[src/common/protect_pkg.sv]
// Purpose: shared constants and types of the memory access protection block
// Assumes: byte addresses on the register bus, one aligned 32-bit word per register
// Notes:   region bounds are kept at 4-byte granularity
package protect_pkg;
  localparam int          CORE_REGIONS = 16;
  localparam int          BUS_REGIONS  = 4;
  localparam int          ADDR_W       = 32;
  localparam int          DATA_W       = 32;
  localparam int          REG_ADDR_W   = 10;
  localparam int          CFG_W        = 8;

  // register map: addr[9:8] block, addr[7:4] region, addr[3:2] register
  localparam logic [1:0]  BLK_CORE     = 2'h0;
  localparam logic [1:0]  BLK_BUS      = 2'h1;
  localparam logic [1:0]  BLK_CTRL     = 2'h2;
  localparam logic [1:0]  REG_BASE     = 2'h0;
  localparam logic [1:0]  REG_LIMIT    = 2'h1;
  localparam logic [1:0]  REG_CFG      = 2'h2;
  localparam logic [3:0]  CTRL_ROW     = 4'h0;
  localparam logic [1:0]  REG_STATUS   = 2'h0;
  localparam logic [1:0]  REG_MASK     = 2'h1;
  localparam logic [1:0]  REG_FAULT    = 2'h2;

  // configuration fields
  localparam int          CFG_R        = 0;
  localparam int          CFG_WR       = 1;
  localparam int          CFG_X        = 2;
  localparam int          CFG_L        = 7;

  // status and mask fields
  localparam int          EVT_W        = 2;
  localparam int          EVT_CORE     = 0;
  localparam int          EVT_BUS      = 1;

  // reset values
  localparam logic [29:0] BOUND_RST    = 30'h0;
  localparam logic [7:0]  CFG_RST      = 8'h00;
  localparam logic [1:0]  EVT_RST      = 2'h0;

  // AXI responses
  localparam logic [1:0]  RESP_OKAY    = 2'h0;
  localparam logic [1:0]  RESP_SLVERR  = 2'h2;

  typedef enum logic [1:0] {
    ACC_READ  = 2'h0,
    ACC_WRITE = 2'h1,
    ACC_EXEC  = 2'h2
  } access_kind_t;

  typedef enum logic [2:0] {
    ST_IDLE  = 3'h0,
    ST_WFWD  = 3'h1,
    ST_WRESP = 3'h2,
    ST_RFWD  = 3'h3,
    ST_RRESP = 3'h4
  } axi_state_t;
endpackage : protect_pkg

[src/logic/memory_access_protection.sv]
// Purpose: per-core region guard plus bus-side guard for one non-core AXI initiator
// Assumes: AXI4-Lite single beats from the initiator, all inputs on CLK_SYS
// Notes:   one bus guard instance is placed per non-core initiator
//
// Implementation choices: the register addresses and the Avalon-MM slave port.
`timescale 1ns/1ps
`default_nettype none

// How it works
// - sixteen core regions, each with its own bounds and configuration.
// - bounds kept in 4-byte units, so a region may be one word.
// - read, write and execute bits gate matching accesses of each kind.
// - overlapping bounds are stored as written, never rejected.
// - writes to a locked core region's bounds or configuration are dropped.
// - only reset clears a core region's lock bit; bus region config, bit 7 included, stays writable.
// - this guard sits in front of each non-core initiator.
// - the initiator reaches memory only via the M_ port of this guard.
// - bus regions with their own read and write privileges.
// - after reset all bus regions deny every access.
// - each AXI transaction is checked and only permitted ones pass.
// - denied transactions get SLVERR; the initiator must accept it.
module memory_access_protection
  import protect_pkg::*;
(
  // clock and reset
  input  wire logic                  CLK_SYS,
  input  wire logic                  RESET,
  // register bus (Avalon-MM slave)
  input  wire logic [REG_ADDR_W-1:0] AVS_ADDRESS,
  input  wire logic                  AVS_READ,
  input  wire logic                  AVS_WRITE,
  input  wire logic [DATA_W-1:0]     AVS_WRITEDATA,
  input  wire logic [3:0]            AVS_BYTEENABLE,
  output logic [DATA_W-1:0]          AVS_READDATA,
  output logic                       AVS_WAITREQUEST,
  // interrupt
  output logic                       IRQ,
  // core access check
  input  wire logic                  CORE_REQ,
  input  wire logic [ADDR_W-1:0]     CORE_ADDR,
  input  wire logic [1:0]            CORE_KIND,
  output logic                       CORE_DONE,
  output logic                       CORE_ALLOW,
  output logic                       CORE_HIT,
  output logic [3:0]                 CORE_REGION,
  // AXI4-Lite from the initiator
  input  wire logic                  S_AWVALID,
  input  wire logic [ADDR_W-1:0]     S_AWADDR,
  output logic                       S_AWREADY,
  input  wire logic                  S_WVALID,
  input  wire logic [DATA_W-1:0]     S_WDATA,
  input  wire logic [3:0]            S_WSTRB,
  output logic                       S_WREADY,
  output logic                       S_BVALID,
  output logic [1:0]                 S_BRESP,
  input  wire logic                  S_BREADY,
  input  wire logic                  S_ARVALID,
  input  wire logic [ADDR_W-1:0]     S_ARADDR,
  output logic                       S_ARREADY,
  output logic                       S_RVALID,
  output logic [DATA_W-1:0]          S_RDATA,
  output logic [1:0]                 S_RRESP,
  input  wire logic                  S_RREADY,
  // AXI4-Lite toward memory
  output logic                       M_AWVALID,
  output logic [ADDR_W-1:0]          M_AWADDR,
  input  wire logic                  M_AWREADY,
  output logic                       M_WVALID,
  output logic [DATA_W-1:0]          M_WDATA,
  output logic [3:0]                 M_WSTRB,
  input  wire logic                  M_WREADY,
  input  wire logic                  M_BVALID,
  input  wire logic [1:0]            M_BRESP,
  output logic                       M_BREADY,
  output logic                       M_ARVALID,
  output logic [ADDR_W-1:0]          M_ARADDR,
  input  wire logic                  M_ARREADY,
  input  wire logic                  M_RVALID,
  input  wire logic [DATA_W-1:0]     M_RDATA,
  input  wire logic [1:0]            M_RRESP,
  output logic                       M_RREADY
);

  function automatic logic [DATA_W-1:0] merge(input logic [DATA_W-1:0] old_v,
                                              input logic [DATA_W-1:0] new_v,
                                              input logic [3:0]        be);
    logic [DATA_W-1:0] r;
    r = old_v;
    for (int b = 0; b < 4; b++) begin
      if (be[b]) begin
        r[b*8 +: 8] = new_v[b*8 +: 8];
      end
    end
    return r;
  endfunction : merge

  // register storage
  logic [29:0]      core_base_q  [CORE_REGIONS];
  logic [29:0]      core_limit_q [CORE_REGIONS];
  logic [CFG_W-1:0] core_cfg_q   [CORE_REGIONS];
  logic [29:0]      bus_base_q   [BUS_REGIONS];
  logic [29:0]      bus_limit_q  [BUS_REGIONS];
  logic [CFG_W-1:0] bus_cfg_q    [BUS_REGIONS];
  logic [EVT_W-1:0] status_q;
  logic [EVT_W-1:0] mask_q;
  logic [ADDR_W-1:0] fault_addr_q;
  logic             wait_q;
  logic [DATA_W-1:0] rdata_q;
  logic             irq_q;

  // bus decode
  logic [1:0]       blk;
  logic [3:0]       row;
  logic [1:0]       sel;
  logic             wr_go;
  assign blk   = AVS_ADDRESS[9:8];
  assign row   = AVS_ADDRESS[7:4];
  assign sel   = AVS_ADDRESS[3:2];
  assign wr_go = AVS_WRITE && !wait_q;

  // one wait cycle, then a single cycle with waitrequest low
  always_ff @(posedge CLK_SYS) begin
    if (RESET) begin
      wait_q <= 1'b1;
    end else if ((AVS_READ || AVS_WRITE) && wait_q) begin
      wait_q <= 1'b0;
    end else begin
      wait_q <= 1'b1;
    end
  end

  // read mux, latched while waitrequest is still high
  logic [DATA_W-1:0] rd_mux;
  always_comb begin
    rd_mux = '0;
    case (blk)
      BLK_CORE: begin
        case (sel)
          REG_BASE:  rd_mux = {core_base_q[row], 2'h0};
          REG_LIMIT: rd_mux = {core_limit_q[row], 2'h0};
          REG_CFG:   rd_mux = {24'h0, core_cfg_q[row]};
          default:   rd_mux = '0;
        endcase
      end
      BLK_BUS: begin
        if (row < 4'(BUS_REGIONS)) begin
          case (sel)
            REG_BASE:  rd_mux = {bus_base_q[row[1:0]], 2'h0};
            REG_LIMIT: rd_mux = {bus_limit_q[row[1:0]], 2'h0};
            REG_CFG:   rd_mux = {24'h0, bus_cfg_q[row[1:0]]};
            default:   rd_mux = '0;
          endcase
        end
      end
      BLK_CTRL: begin
        if (row == CTRL_ROW) begin
          case (sel)
            REG_STATUS: rd_mux = {30'h0, status_q};
            REG_MASK:   rd_mux = {30'h0, mask_q};
            REG_FAULT:  rd_mux = fault_addr_q;
            default:    rd_mux = '0;
          endcase
        end
      end
      default: rd_mux = '0;
    endcase
  end

  always_ff @(posedge CLK_SYS) begin
    if (RESET) begin
      rdata_q <= '0;
    end else if (AVS_READ && wait_q) begin
      rdata_q <= rd_mux;
    end
  end

  // core region registers; bounds stored unchanged even when overlapping
  always_ff @(posedge CLK_SYS) begin
    if (RESET) begin
      for (int i = 0; i < CORE_REGIONS; i++) begin
        core_base_q[i]  <= BOUND_RST;
        core_limit_q[i] <= BOUND_RST;
        core_cfg_q[i]   <= CFG_RST;
      end
    end else if (wr_go && blk == BLK_CORE && !core_cfg_q[row][CFG_L]) begin
      case (sel)
        REG_BASE:  core_base_q[row]  <= 30'(merge({core_base_q[row], 2'h0}, AVS_WRITEDATA, AVS_BYTEENABLE) >> 2);
        REG_LIMIT: core_limit_q[row] <= 30'(merge({core_limit_q[row], 2'h0}, AVS_WRITEDATA, AVS_BYTEENABLE) >> 2);
        REG_CFG:   core_cfg_q[row]   <= AVS_BYTEENABLE[0] ? AVS_WRITEDATA[7:0] : core_cfg_q[row];
        default:   core_cfg_q[row]   <= core_cfg_q[row];
      endcase
    end
  end

  // bus region registers, all cleared to deny at reset
  always_ff @(posedge CLK_SYS) begin
    if (RESET) begin
      for (int j = 0; j < BUS_REGIONS; j++) begin
        bus_base_q[j]  <= BOUND_RST;
        bus_limit_q[j] <= BOUND_RST;
        bus_cfg_q[j]   <= CFG_RST;
      end
    end else if (wr_go && blk == BLK_BUS && row < 4'(BUS_REGIONS)) begin
      case (sel)
        REG_BASE:  bus_base_q[row[1:0]]  <= 30'(merge({bus_base_q[row[1:0]], 2'h0}, AVS_WRITEDATA,
                                                     AVS_BYTEENABLE) >> 2);
        REG_LIMIT: bus_limit_q[row[1:0]] <= 30'(merge({bus_limit_q[row[1:0]], 2'h0}, AVS_WRITEDATA,
                                                     AVS_BYTEENABLE) >> 2);
        REG_CFG:   bus_cfg_q[row[1:0]]   <= AVS_BYTEENABLE[0] ? AVS_WRITEDATA[7:0] : bus_cfg_q[row[1:0]];
        default:   bus_cfg_q[row[1:0]]   <= bus_cfg_q[row[1:0]];
      endcase
    end
  end

  // core region match, word granular
  logic [CORE_REGIONS-1:0] core_hit;
  for (genvar i = 0; i < CORE_REGIONS; i++) begin : g_core
    assign core_hit[i] = CORE_ADDR[31:2] >= core_base_q[i] && CORE_ADDR[31:2] <= core_limit_q[i];
  end

  logic       c_hit;
  logic [3:0] c_idx;
  logic       c_allow;
  always_comb begin
    c_hit   = 1'b0;
    c_idx   = 4'h0;
    c_allow = 1'b0;
    for (int i = CORE_REGIONS - 1; i >= 0; i--) begin
      if (core_hit[i]) begin
        c_hit = 1'b1;
        c_idx = 4'(i);
      end
    end
    if (c_hit) begin
      case (access_kind_t'(CORE_KIND))
        ACC_READ:  c_allow = core_cfg_q[c_idx][CFG_R];
        ACC_WRITE: c_allow = core_cfg_q[c_idx][CFG_WR];
        ACC_EXEC:  c_allow = core_cfg_q[c_idx][CFG_X];
        default:   c_allow = 1'b0;
      endcase
    end
  end

  // check result one cycle after the request, against current registers
  always_ff @(posedge CLK_SYS) begin
    if (RESET) begin
      CORE_DONE   <= 1'b0;
      CORE_ALLOW  <= 1'b0;
      CORE_HIT    <= 1'b0;
      CORE_REGION <= 4'h0;
    end else begin
      CORE_DONE   <= CORE_REQ;
      CORE_ALLOW  <= CORE_REQ && c_allow;
      CORE_HIT    <= CORE_REQ && c_hit;
      CORE_REGION <= CORE_REQ ? c_idx : 4'h0;
    end
  end

  // bus region check: any matching region with the privilege grants
  logic [BUS_REGIONS-1:0] bus_w_ok;
  logic [BUS_REGIONS-1:0] bus_r_ok;
  for (genvar j = 0; j < BUS_REGIONS; j++) begin : g_bus
    assign bus_w_ok[j] = bus_cfg_q[j][CFG_WR] && S_AWADDR[31:2] >= bus_base_q[j]
                         && S_AWADDR[31:2] <= bus_limit_q[j];
    assign bus_r_ok[j] = bus_cfg_q[j][CFG_R] && S_ARADDR[31:2] >= bus_base_q[j]
                         && S_ARADDR[31:2] <= bus_limit_q[j];
  end

  // AXI transaction engine, one transaction at a time, writes first
  axi_state_t state_q;
  logic       bus_fault;
  always_ff @(posedge CLK_SYS) begin
    if (RESET) begin
      state_q   <= ST_IDLE;
      S_AWREADY <= 1'b0;
      S_WREADY  <= 1'b0;
      S_BVALID  <= 1'b0;
      S_BRESP   <= RESP_OKAY;
      S_ARREADY <= 1'b0;
      S_RVALID  <= 1'b0;
      S_RDATA   <= '0;
      S_RRESP   <= RESP_OKAY;
      M_AWVALID <= 1'b0;
      M_AWADDR  <= '0;
      M_WVALID  <= 1'b0;
      M_WDATA   <= '0;
      M_WSTRB   <= 4'h0;
      M_BREADY  <= 1'b0;
      M_ARVALID <= 1'b0;
      M_ARADDR  <= '0;
      M_RREADY  <= 1'b0;
      bus_fault <= 1'b0;
    end else begin
      S_AWREADY <= 1'b0;
      S_WREADY  <= 1'b0;
      S_ARREADY <= 1'b0;
      bus_fault <= 1'b0;
      case (state_q)
        ST_IDLE: begin
          if (S_AWVALID && S_WVALID) begin
            S_AWREADY <= 1'b1;
            S_WREADY  <= 1'b1;
            if (|bus_w_ok) begin
              M_AWVALID <= 1'b1;
              M_AWADDR  <= S_AWADDR;
              M_WVALID  <= 1'b1;
              M_WDATA   <= S_WDATA;
              M_WSTRB   <= S_WSTRB;
              M_BREADY  <= 1'b1;
              state_q   <= ST_WFWD;
            end else begin
              S_BVALID  <= 1'b1;
              S_BRESP   <= RESP_SLVERR;
              bus_fault <= 1'b1;
              state_q   <= ST_WRESP;
            end
          end else if (S_ARVALID) begin
            S_ARREADY <= 1'b1;
            if (|bus_r_ok) begin
              M_ARVALID <= 1'b1;
              M_ARADDR  <= S_ARADDR;
              M_RREADY  <= 1'b1;
              state_q   <= ST_RFWD;
            end else begin
              S_RVALID  <= 1'b1;
              S_RDATA   <= '0;
              S_RRESP   <= RESP_SLVERR;
              bus_fault <= 1'b1;
              state_q   <= ST_RRESP;
            end
          end
        end
        ST_WFWD: begin
          if (M_AWREADY) begin
            M_AWVALID <= 1'b0;
          end
          if (M_WREADY) begin
            M_WVALID <= 1'b0;
          end
          if (M_BVALID) begin
            M_BREADY <= 1'b0;
            S_BVALID <= 1'b1;
            S_BRESP  <= M_BRESP;
            state_q  <= ST_WRESP;
          end
        end
        ST_WRESP: begin
          if (S_BREADY) begin
            S_BVALID <= 1'b0;
            state_q  <= ST_IDLE;
          end
        end
        ST_RFWD: begin
          if (M_ARREADY) begin
            M_ARVALID <= 1'b0;
          end
          if (M_RVALID) begin
            M_RREADY <= 1'b0;
            S_RVALID <= 1'b1;
            S_RDATA  <= M_RDATA;
            S_RRESP  <= M_RRESP;
            state_q  <= ST_RRESP;
          end
        end
        ST_RRESP: begin
          if (S_RREADY) begin
            S_RVALID <= 1'b0;
            state_q  <= ST_IDLE;
          end
        end
        default: state_q <= ST_IDLE;
      endcase
    end
  end

  // address of the last denied bus transaction
  always_ff @(posedge CLK_SYS) begin
    if (RESET) begin
      fault_addr_q <= '0;
    end else if (state_q == ST_IDLE && S_AWVALID && S_WVALID && !(|bus_w_ok)) begin
      fault_addr_q <= S_AWADDR;
    end else if (state_q == ST_IDLE && !(S_AWVALID && S_WVALID) && S_ARVALID && !(|bus_r_ok)) begin
      fault_addr_q <= S_ARADDR;
    end
  end

  // sticky events, write one to clear, a new event wins over the clear
  logic [EVT_W-1:0] evt_set;
  logic [EVT_W-1:0] evt_clr;
  assign evt_set = {bus_fault, CORE_DONE && !CORE_ALLOW};
  assign evt_clr = (wr_go && blk == BLK_CTRL && row == CTRL_ROW && sel == REG_STATUS && AVS_BYTEENABLE[0])
                   ? AVS_WRITEDATA[EVT_W-1:0] : EVT_RST;

  always_ff @(posedge CLK_SYS) begin
    if (RESET) begin
      status_q <= EVT_RST;
      mask_q   <= EVT_RST;
      irq_q    <= 1'b0;
    end else begin
      status_q <= (status_q & ~evt_clr) | evt_set;
      if (wr_go && blk == BLK_CTRL && row == CTRL_ROW && sel == REG_MASK && AVS_BYTEENABLE[0]) begin
        mask_q <= AVS_WRITEDATA[EVT_W-1:0];
      end
      irq_q <= |(((status_q & ~evt_clr) | evt_set) & mask_q);
    end
  end

  assign AVS_READDATA    = rdata_q;
  assign AVS_WAITREQUEST = wait_q;
  assign IRQ             = irq_q;

endmodule : memory_access_protection

`default_nettype wire

[config.mk]
export PLATFORM = sky130hd
export DESIGN_NAME = memory_access_protection
export DESIGN_NICKNAME = d
export VERILOG_FILES = /design/src/common/protect_pkg.sv /design/src/logic/memory_access_protection.sv
export SDC_FILE = /design/constraint.sdc
export NUM_CORES = 2
export LEC_CHECK = 0
export BUFFER_PORTS_ARGS = -buffer_cell sky130_fd_sc_hd__buf_2
export CAP_MARGIN = 10
export CORE_MARGIN = 3
export CORE_UTILIZATION = 52
export DETAILED_ROUTE_END_ITERATION = 10
export PLACE_DENSITY = 0.69
export SKIP_CTS_REPAIR_TIMING = 1
export SLEW_MARGIN = 10
export SYNTH_ARGS = -nofsm -noshare
export SYNTH_HDL_FRONTEND = slang
export SYNTH_SLANG_ARGS = --single-unit
[constraint.sdc]
create_clock -name CLK_SYS -period 5.46 [get_ports CLK_SYS]
set_input_delay 0.273 -clock CLK_SYS [delete_from_list [all_inputs] [get_ports CLK_SYS]]
set_output_delay 0.273 -clock CLK_SYS [all_outputs]
set_load 0.02 [all_outputs]
# Word level (Yosys, flattened, before mapping)
# Memories as Yosys holds them, arrays and structs flattened.
# Cells that the tools add are included.
[totals] ff_bits=226 ramBits=1360 input_bits=231 output_inout_bits=187 mem_count=6
[mem_list] name="core_base_q" depth=16 word_bits=30 rd=17 rd_ports_with_merged_regs=0 write_ports=16 line_no="memory_access_protection.sv:98" text="logic [29:0] core_base_q [CORE_REGIONS];"
[mem_list] name="core_limit_q" depth=16 word_bits=30 rd=17 rd_ports_with_merged_regs=0 write_ports=16 line_no="memory_access_protection.sv:99" text="logic [29:0] core_limit_q [CORE_REGIONS];"
[mem_list] name="core_cfg_q" depth=16 word_bits=8 rd=2 rd_ports_with_merged_regs=0 write_ports=16 line_no="memory_access_protection.sv:100" text="logic [CFG_W-1:0] core_cfg_q [CORE_REGIONS];"
[mem_list] name="bus_base_q" depth=4 word_bits=30 rd=5 rd_ports_with_merged_regs=0 write_ports=4 line_no="memory_access_protection.sv:101" text="logic [29:0] bus_base_q [BUS_REGIONS];"
[mem_list] name="bus_limit_q" depth=4 word_bits=30 rd=5 rd_ports_with_merged_regs=0 write_ports=4 line_no="memory_access_protection.sv:102" text="logic [29:0] bus_limit_q [BUS_REGIONS];"
[mem_list] name="bus_cfg_q" depth=4 word_bits=8 rd=5 rd_ports_with_merged_regs=0 write_ports=4 line_no="memory_access_protection.sv:103" text="logic [CFG_W-1:0] bus_cfg_q [BUS_REGIONS];"
[classes] magnitude_cmp=49 eq_ne=25 mux=215 n_bitwise=9 n_reduce_logical=97
[op_table] operator="$ge 30x30->1" n=24
[op_table] operator="$le 30x30->1" n=24
[op_table] operator="$mux 8" n=70
[op_table] operator="$pmux 32 s3" n=4
[op_table] operator="$mux 32" n=8
[op_table] operator="$mux 30" n=4
[op_table] operator="$reduce_or 30->1" n=4
[op_table] operator="$mux 1" n=79
[op_table] operator="$mux 4" n=19
[op_table] operator="$pmux 32 s2" n=1
[op_table] operator="$logic_and 1x1->1" n=55
[op_table] operator="$ne 2x2->1 const B" n=14
[op_table] operator="$reduce_and 5->1" n=5
[op_table] operator="$mux 2" n=12
[op_table] operator="$mux 3" n=7
[op_table] operator="$reduce_and 4->1" n=5
[op_table] operator="$reduce_or 8->1" n=2
[op_table] operator="$pmux 3 s5" n=1
[op_table] operator="$pmux 1 s2" n=5
[op_table] operator="$pmux 1 s3" n=3
[op_table] operator="$pmux 2 s2" n=2
[op_table] operator="$reduce_or 4->1" n=2
[op_table] operator="$eq 2x1->1 const B" n=3
[op_table] operator="$eq 2x2->1 const B" n=3
[op_table] operator="other kinds (21)" n=39

# Logic depth before layout (Yosys ltp)
# An unclocked memory read counts as a cell.
[depth] ltp_word=23 mapped_depth=17 depth_no_buf=15

# Worst setup path before layout
# OpenSTA, ideal clock, no wires.
[synth_timing] path_type="input to register" startpoint="input AVS_ADDRESS[4]" endpoint="memory core_limit_q[10][0] (enable)" setup_ns=0.387 arrival_time_ns=3.536 required_time_ns=5.073 path_slack_ns=1.537 cell_stages=10 path_cell_list="clkbuf_1 > mux4_2 > mux4_2 > nor4b_1 > and2_1 > clkbuf_1 > clkbuf_1 > nand2_1 > clkbuf_1 > nand2_1"
[synth_rtl] element="from (decl)" line_no="memory_access_protection.sv:29" text="input wire logic [REG_ADDR_W-1:0] AVS_ADDRESS,"
[synth_rtl] element="to (decl)" line_no="memory_access_protection.sv:99"

==> flow_metrics.env <==
export IMPL_critPathSlowestCell="o21ai_0"
export IMPL_place_inst=12700
export IMPL_min_period_ns=5.29
export IMPL_rsz0062_at_grt="false"
export IMPL_n_fill_cell=16400
export IMPL_ys_seq_elements=1586
export IMPL_rr_worst_depth=17
export IMPL_fmax_mhz=189
export IMPL_first_pass_iters=6
export IMPL_crit_type="flop to flop"
export IMPL_worst_slew_pin_slew_ns=1.22
export IMPL_p_leak_nw=50.2
export IMPL_drt_iter0_drc=9165
export IMPL_fp_dieH_um=454
export IMPL_arrival_ns=6.01
export IMPL_postSynthCellCount=9735
export IMPL_cts_tree="yes"
export IMPL_run_status="finished, final reports clean"
export IMPL_powerDensity_mw_per_mm2=270
export IMPL_hp_start="S_ARADDR[16]"
export IMPL_dieArea_mm2=0.206
export IMPL_synth_edf_count=1360
export IMPL_synthArstFlopShare_pct=0
export IMPL_htree_num_levels=4
export IMPL_synth_seq_area_share_pct=43.5
export IMPL_wire_per_inst_um=29.0
export IMPL_crit_path_end_kind="flop"
export IMPL_setup_viol_count_final=0
export IMPL_period_share_pct=96.8
export IMPL_grt_max_degree=109
export IMPL_fp_row_count=163
export IMPL_cts_root_buf="clkbuf_16"
export IMPL_min_path_type="input port to flop"
export IMPL_ant_nets=0
export IMPL_antenna_found_initial=36
export IMPL_yosysTopAreaCellShare_pct=39.2
export IMPL_hold_viol=0
export IMPL_fin_area_mm2=0.119
export IMPL_cp_cell_sequence="inv_1, ha_1, nor2b_1, o21a_1, o21a_1, o21a_1, o31a_1, o21ai_0, a21oi_1, o21ai_0, a21oi_1, a22oi_1, nand3b_1, buf_12, mux2i_1, o2bb2ai_1, dlygate4sd3_1"
export IMPL_drc=0
export IMPL_gp_congestion=1.01
export IMPL_finClkSkew_ns=0.0339
export IMPL_setup_tns_ns=0
export IMPL_synthToLayoutAreaGrowth_pct=14.0
export IMPL_cp_startpoint="bus_base_q[3][1]"
export IMPL_drt_total_wl_mm=384
export IMPL_coreArea_mm2=0.198
export IMPL_required_ns=6.18
export IMPL_initial_core_util_pct=52.6
export IMPL_die_x_um=454
export IMPL_clock_sinks=1586
export IMPL_syn_num_nets=11400
export IMPL_critPathMaxFanout=68
export IMPL_io_buffers=413
export IMPL_grt_pass1_wl_mm=552
export IMPL_nNetsFinal=12100
export IMPL_avgSynthCellArea_um2=10.7
export IMPL_min_path_cells=3
export IMPL_grt_pass1_vias=83500
export IMPL_vias=83900
export IMPL_p_total_mw=32.1
export IMPL_ys_types=96
export IMPL_multi_input_area_mm2=0.0529
export IMPL_vias_per_cell=6.33
export IMPL_dpl_hpwl_mm=296
export IMPL_clkSlewWorstSetupHoldPaths_ns=0.06
export IMPL_clock_path_buffers=3
export IMPL_fin_cells=13300
export IMPL_seqCellArea_mm2=0.0454
export IMPL_synth_area_leaders="edfxtp_1 (39%), ha_1 (17%), mux4_2 (8.8%)"
export IMPL_drive_above_1_share_pct=14.1
export IMPL_grt_total_usage_pct=36.7
export IMPL_cp_common_cell="o21a_1"
export IMPL_layout_common_cells="nor2_1 (1696), ha_1 (1440), edfxtp_1 (1360)"
export IMPL_r2r_start="bus_base_q[3][1]"
export IMPL_ioPinCount=418
export IMPL_ir_drop_v=0.000336
export IMPL_cpPeakStageDelay_ns=0.70
export IMPL_clock_latency_ns=0.85
export IMPL_synth_main_ff_cell="edfxtp_1"
export IMPL_placed_cell_area_mm2=0.111
export IMPL_netlist_area_mm2=0.104
export IMPL_yosys_area_top_type="edfxtp_1"
export IMPL_maxCapViolations=0
export IMPL_slew_headroom_pct=16.7
export IMPL_drv_slew=0
export IMPL_cts_buffers=180
export IMPL_setup_worst_path_start_class="flop"
export IMPL_layout_commonest_cell="nor2_1"
export IMPL_yosysWarnings=0
export IMPL_grt_ovfl_total=0
stage by stage:
stage	hold WS (ns)	setup slack, ns	utilization, %
floorplan	0.369	1.54	-
global placement	0.415	-0.307	56.1
detailed placement	0.427	-0.308	56.1
CTS	-0.423	0.0490	59.0
global route	0.0222	0.0413	59.9
finish	0.00177	0.173	60.0
power breakdown:
part	internal (mW)	total, mW	switching (mW)
sequential	13.6	13.9	0.298
clock	6.95	12.2	5.24
combinational	2.21	5.98	3.77
sequential cells by signal (all words and copies together) (netlist names), 3 cells and up:
name          count
core_base_q     480
core_limit_q    480
core_cfg_q      128
bus_base_q      120
bus_limit_q     120
AVS_READDATA     32
M_ARADDR         32
M_AWADDR         32
M_WDATA          32
S_RDATA          32
bus_cfg_q        32
fault_addr_q     32
CORE_REGION       4
M_WSTRB           4
state_q           3
layout make-up:
cell class / count / share of cell area (%)
multi-input cells: 6521 / 44.5
inverters: 1228 / 3.88
clock buffers: 239 / 4.23
repair buffers: 934 / 5.75
clock inverters: 92 / 0.658
diodes: 17 / 0.0358
well taps: 2640 / 2.78
flip-flops and latches: 1586 / 38.2
logic make-up (layout without fill, tap and decap cells):
family | after synthesis | after routing | synth area share (%)
and+or+nand+nor | 2895 | 2895 | 12.2
buffers and inverters | 1628 | 2493 | 5.93
DFF | 1586 | 1586 | 43.5
AOI/OAI and AO/OA | 1446 | 1446 | 9.09
adders and majority gates | 1440 | 1440 | 17.3
muxes | 740 | 740 | 12.0
other | 0 | 17 | 0
synthesized netlist by cell type, drive strengths merged (8+ instances only):
cell type and count:
a2111oi 20, a211o 24, a211oi 70, a21boi 29
a21o 213, a21oi 448, a221o 10, a221oi 24
a22oi 37, a31oi 24, and2 8, and3 13
and4 19, buf 76, clkbuf 324, dfxtp 226
edfxtp 1360, ha 1440, inv 1228, mux2 13
mux2i 319, mux4 408, nand2 414, nand2b 64
nand3 178, nand4 270, nor2 1697, nor2b 68
nor3 59, nor4 52, o2111ai 12, o211ai 35
o21a 84, o21ai 252, o21bai 9, o221ai 27
o22ai 9, o2bb2ai 34, o31ai 13, o41ai 8
or2 8, or3 14
final timing paths:
check | end | slack [ns]
setup / recovery | fault_addr_q[29] | 0.17
setup reg to reg | fault_addr_q[29] | 0.17
hold reg to reg | S_RDATA[18] | 0.47
hold / removal | M_ARADDR[16] | 0.002
layer usage:
metal / up-vias / track usage, % / part of all wire [%]
met2: 4597 / 60.7 / 47
met3: 1175 / 7.97 / 9.4
met1: 41300 / 42.5 / 35
met4: 24 / 25.3 / 8.0
li1: 36800 / - / -
met5: - / 0 / 0.041
critical path, delay by kind of cell, from the launching register on:
kind | cells | cell delay, ns
compound gates | 10 | 2.82
fa+ha+maj | 1 | 0.26
mux | 1 | 0.23
flops | 1 | 0.39
simple gates | 2 | 0.36
buf+inv | 3 | 0.98
Power figures use the tool's default switching activity.
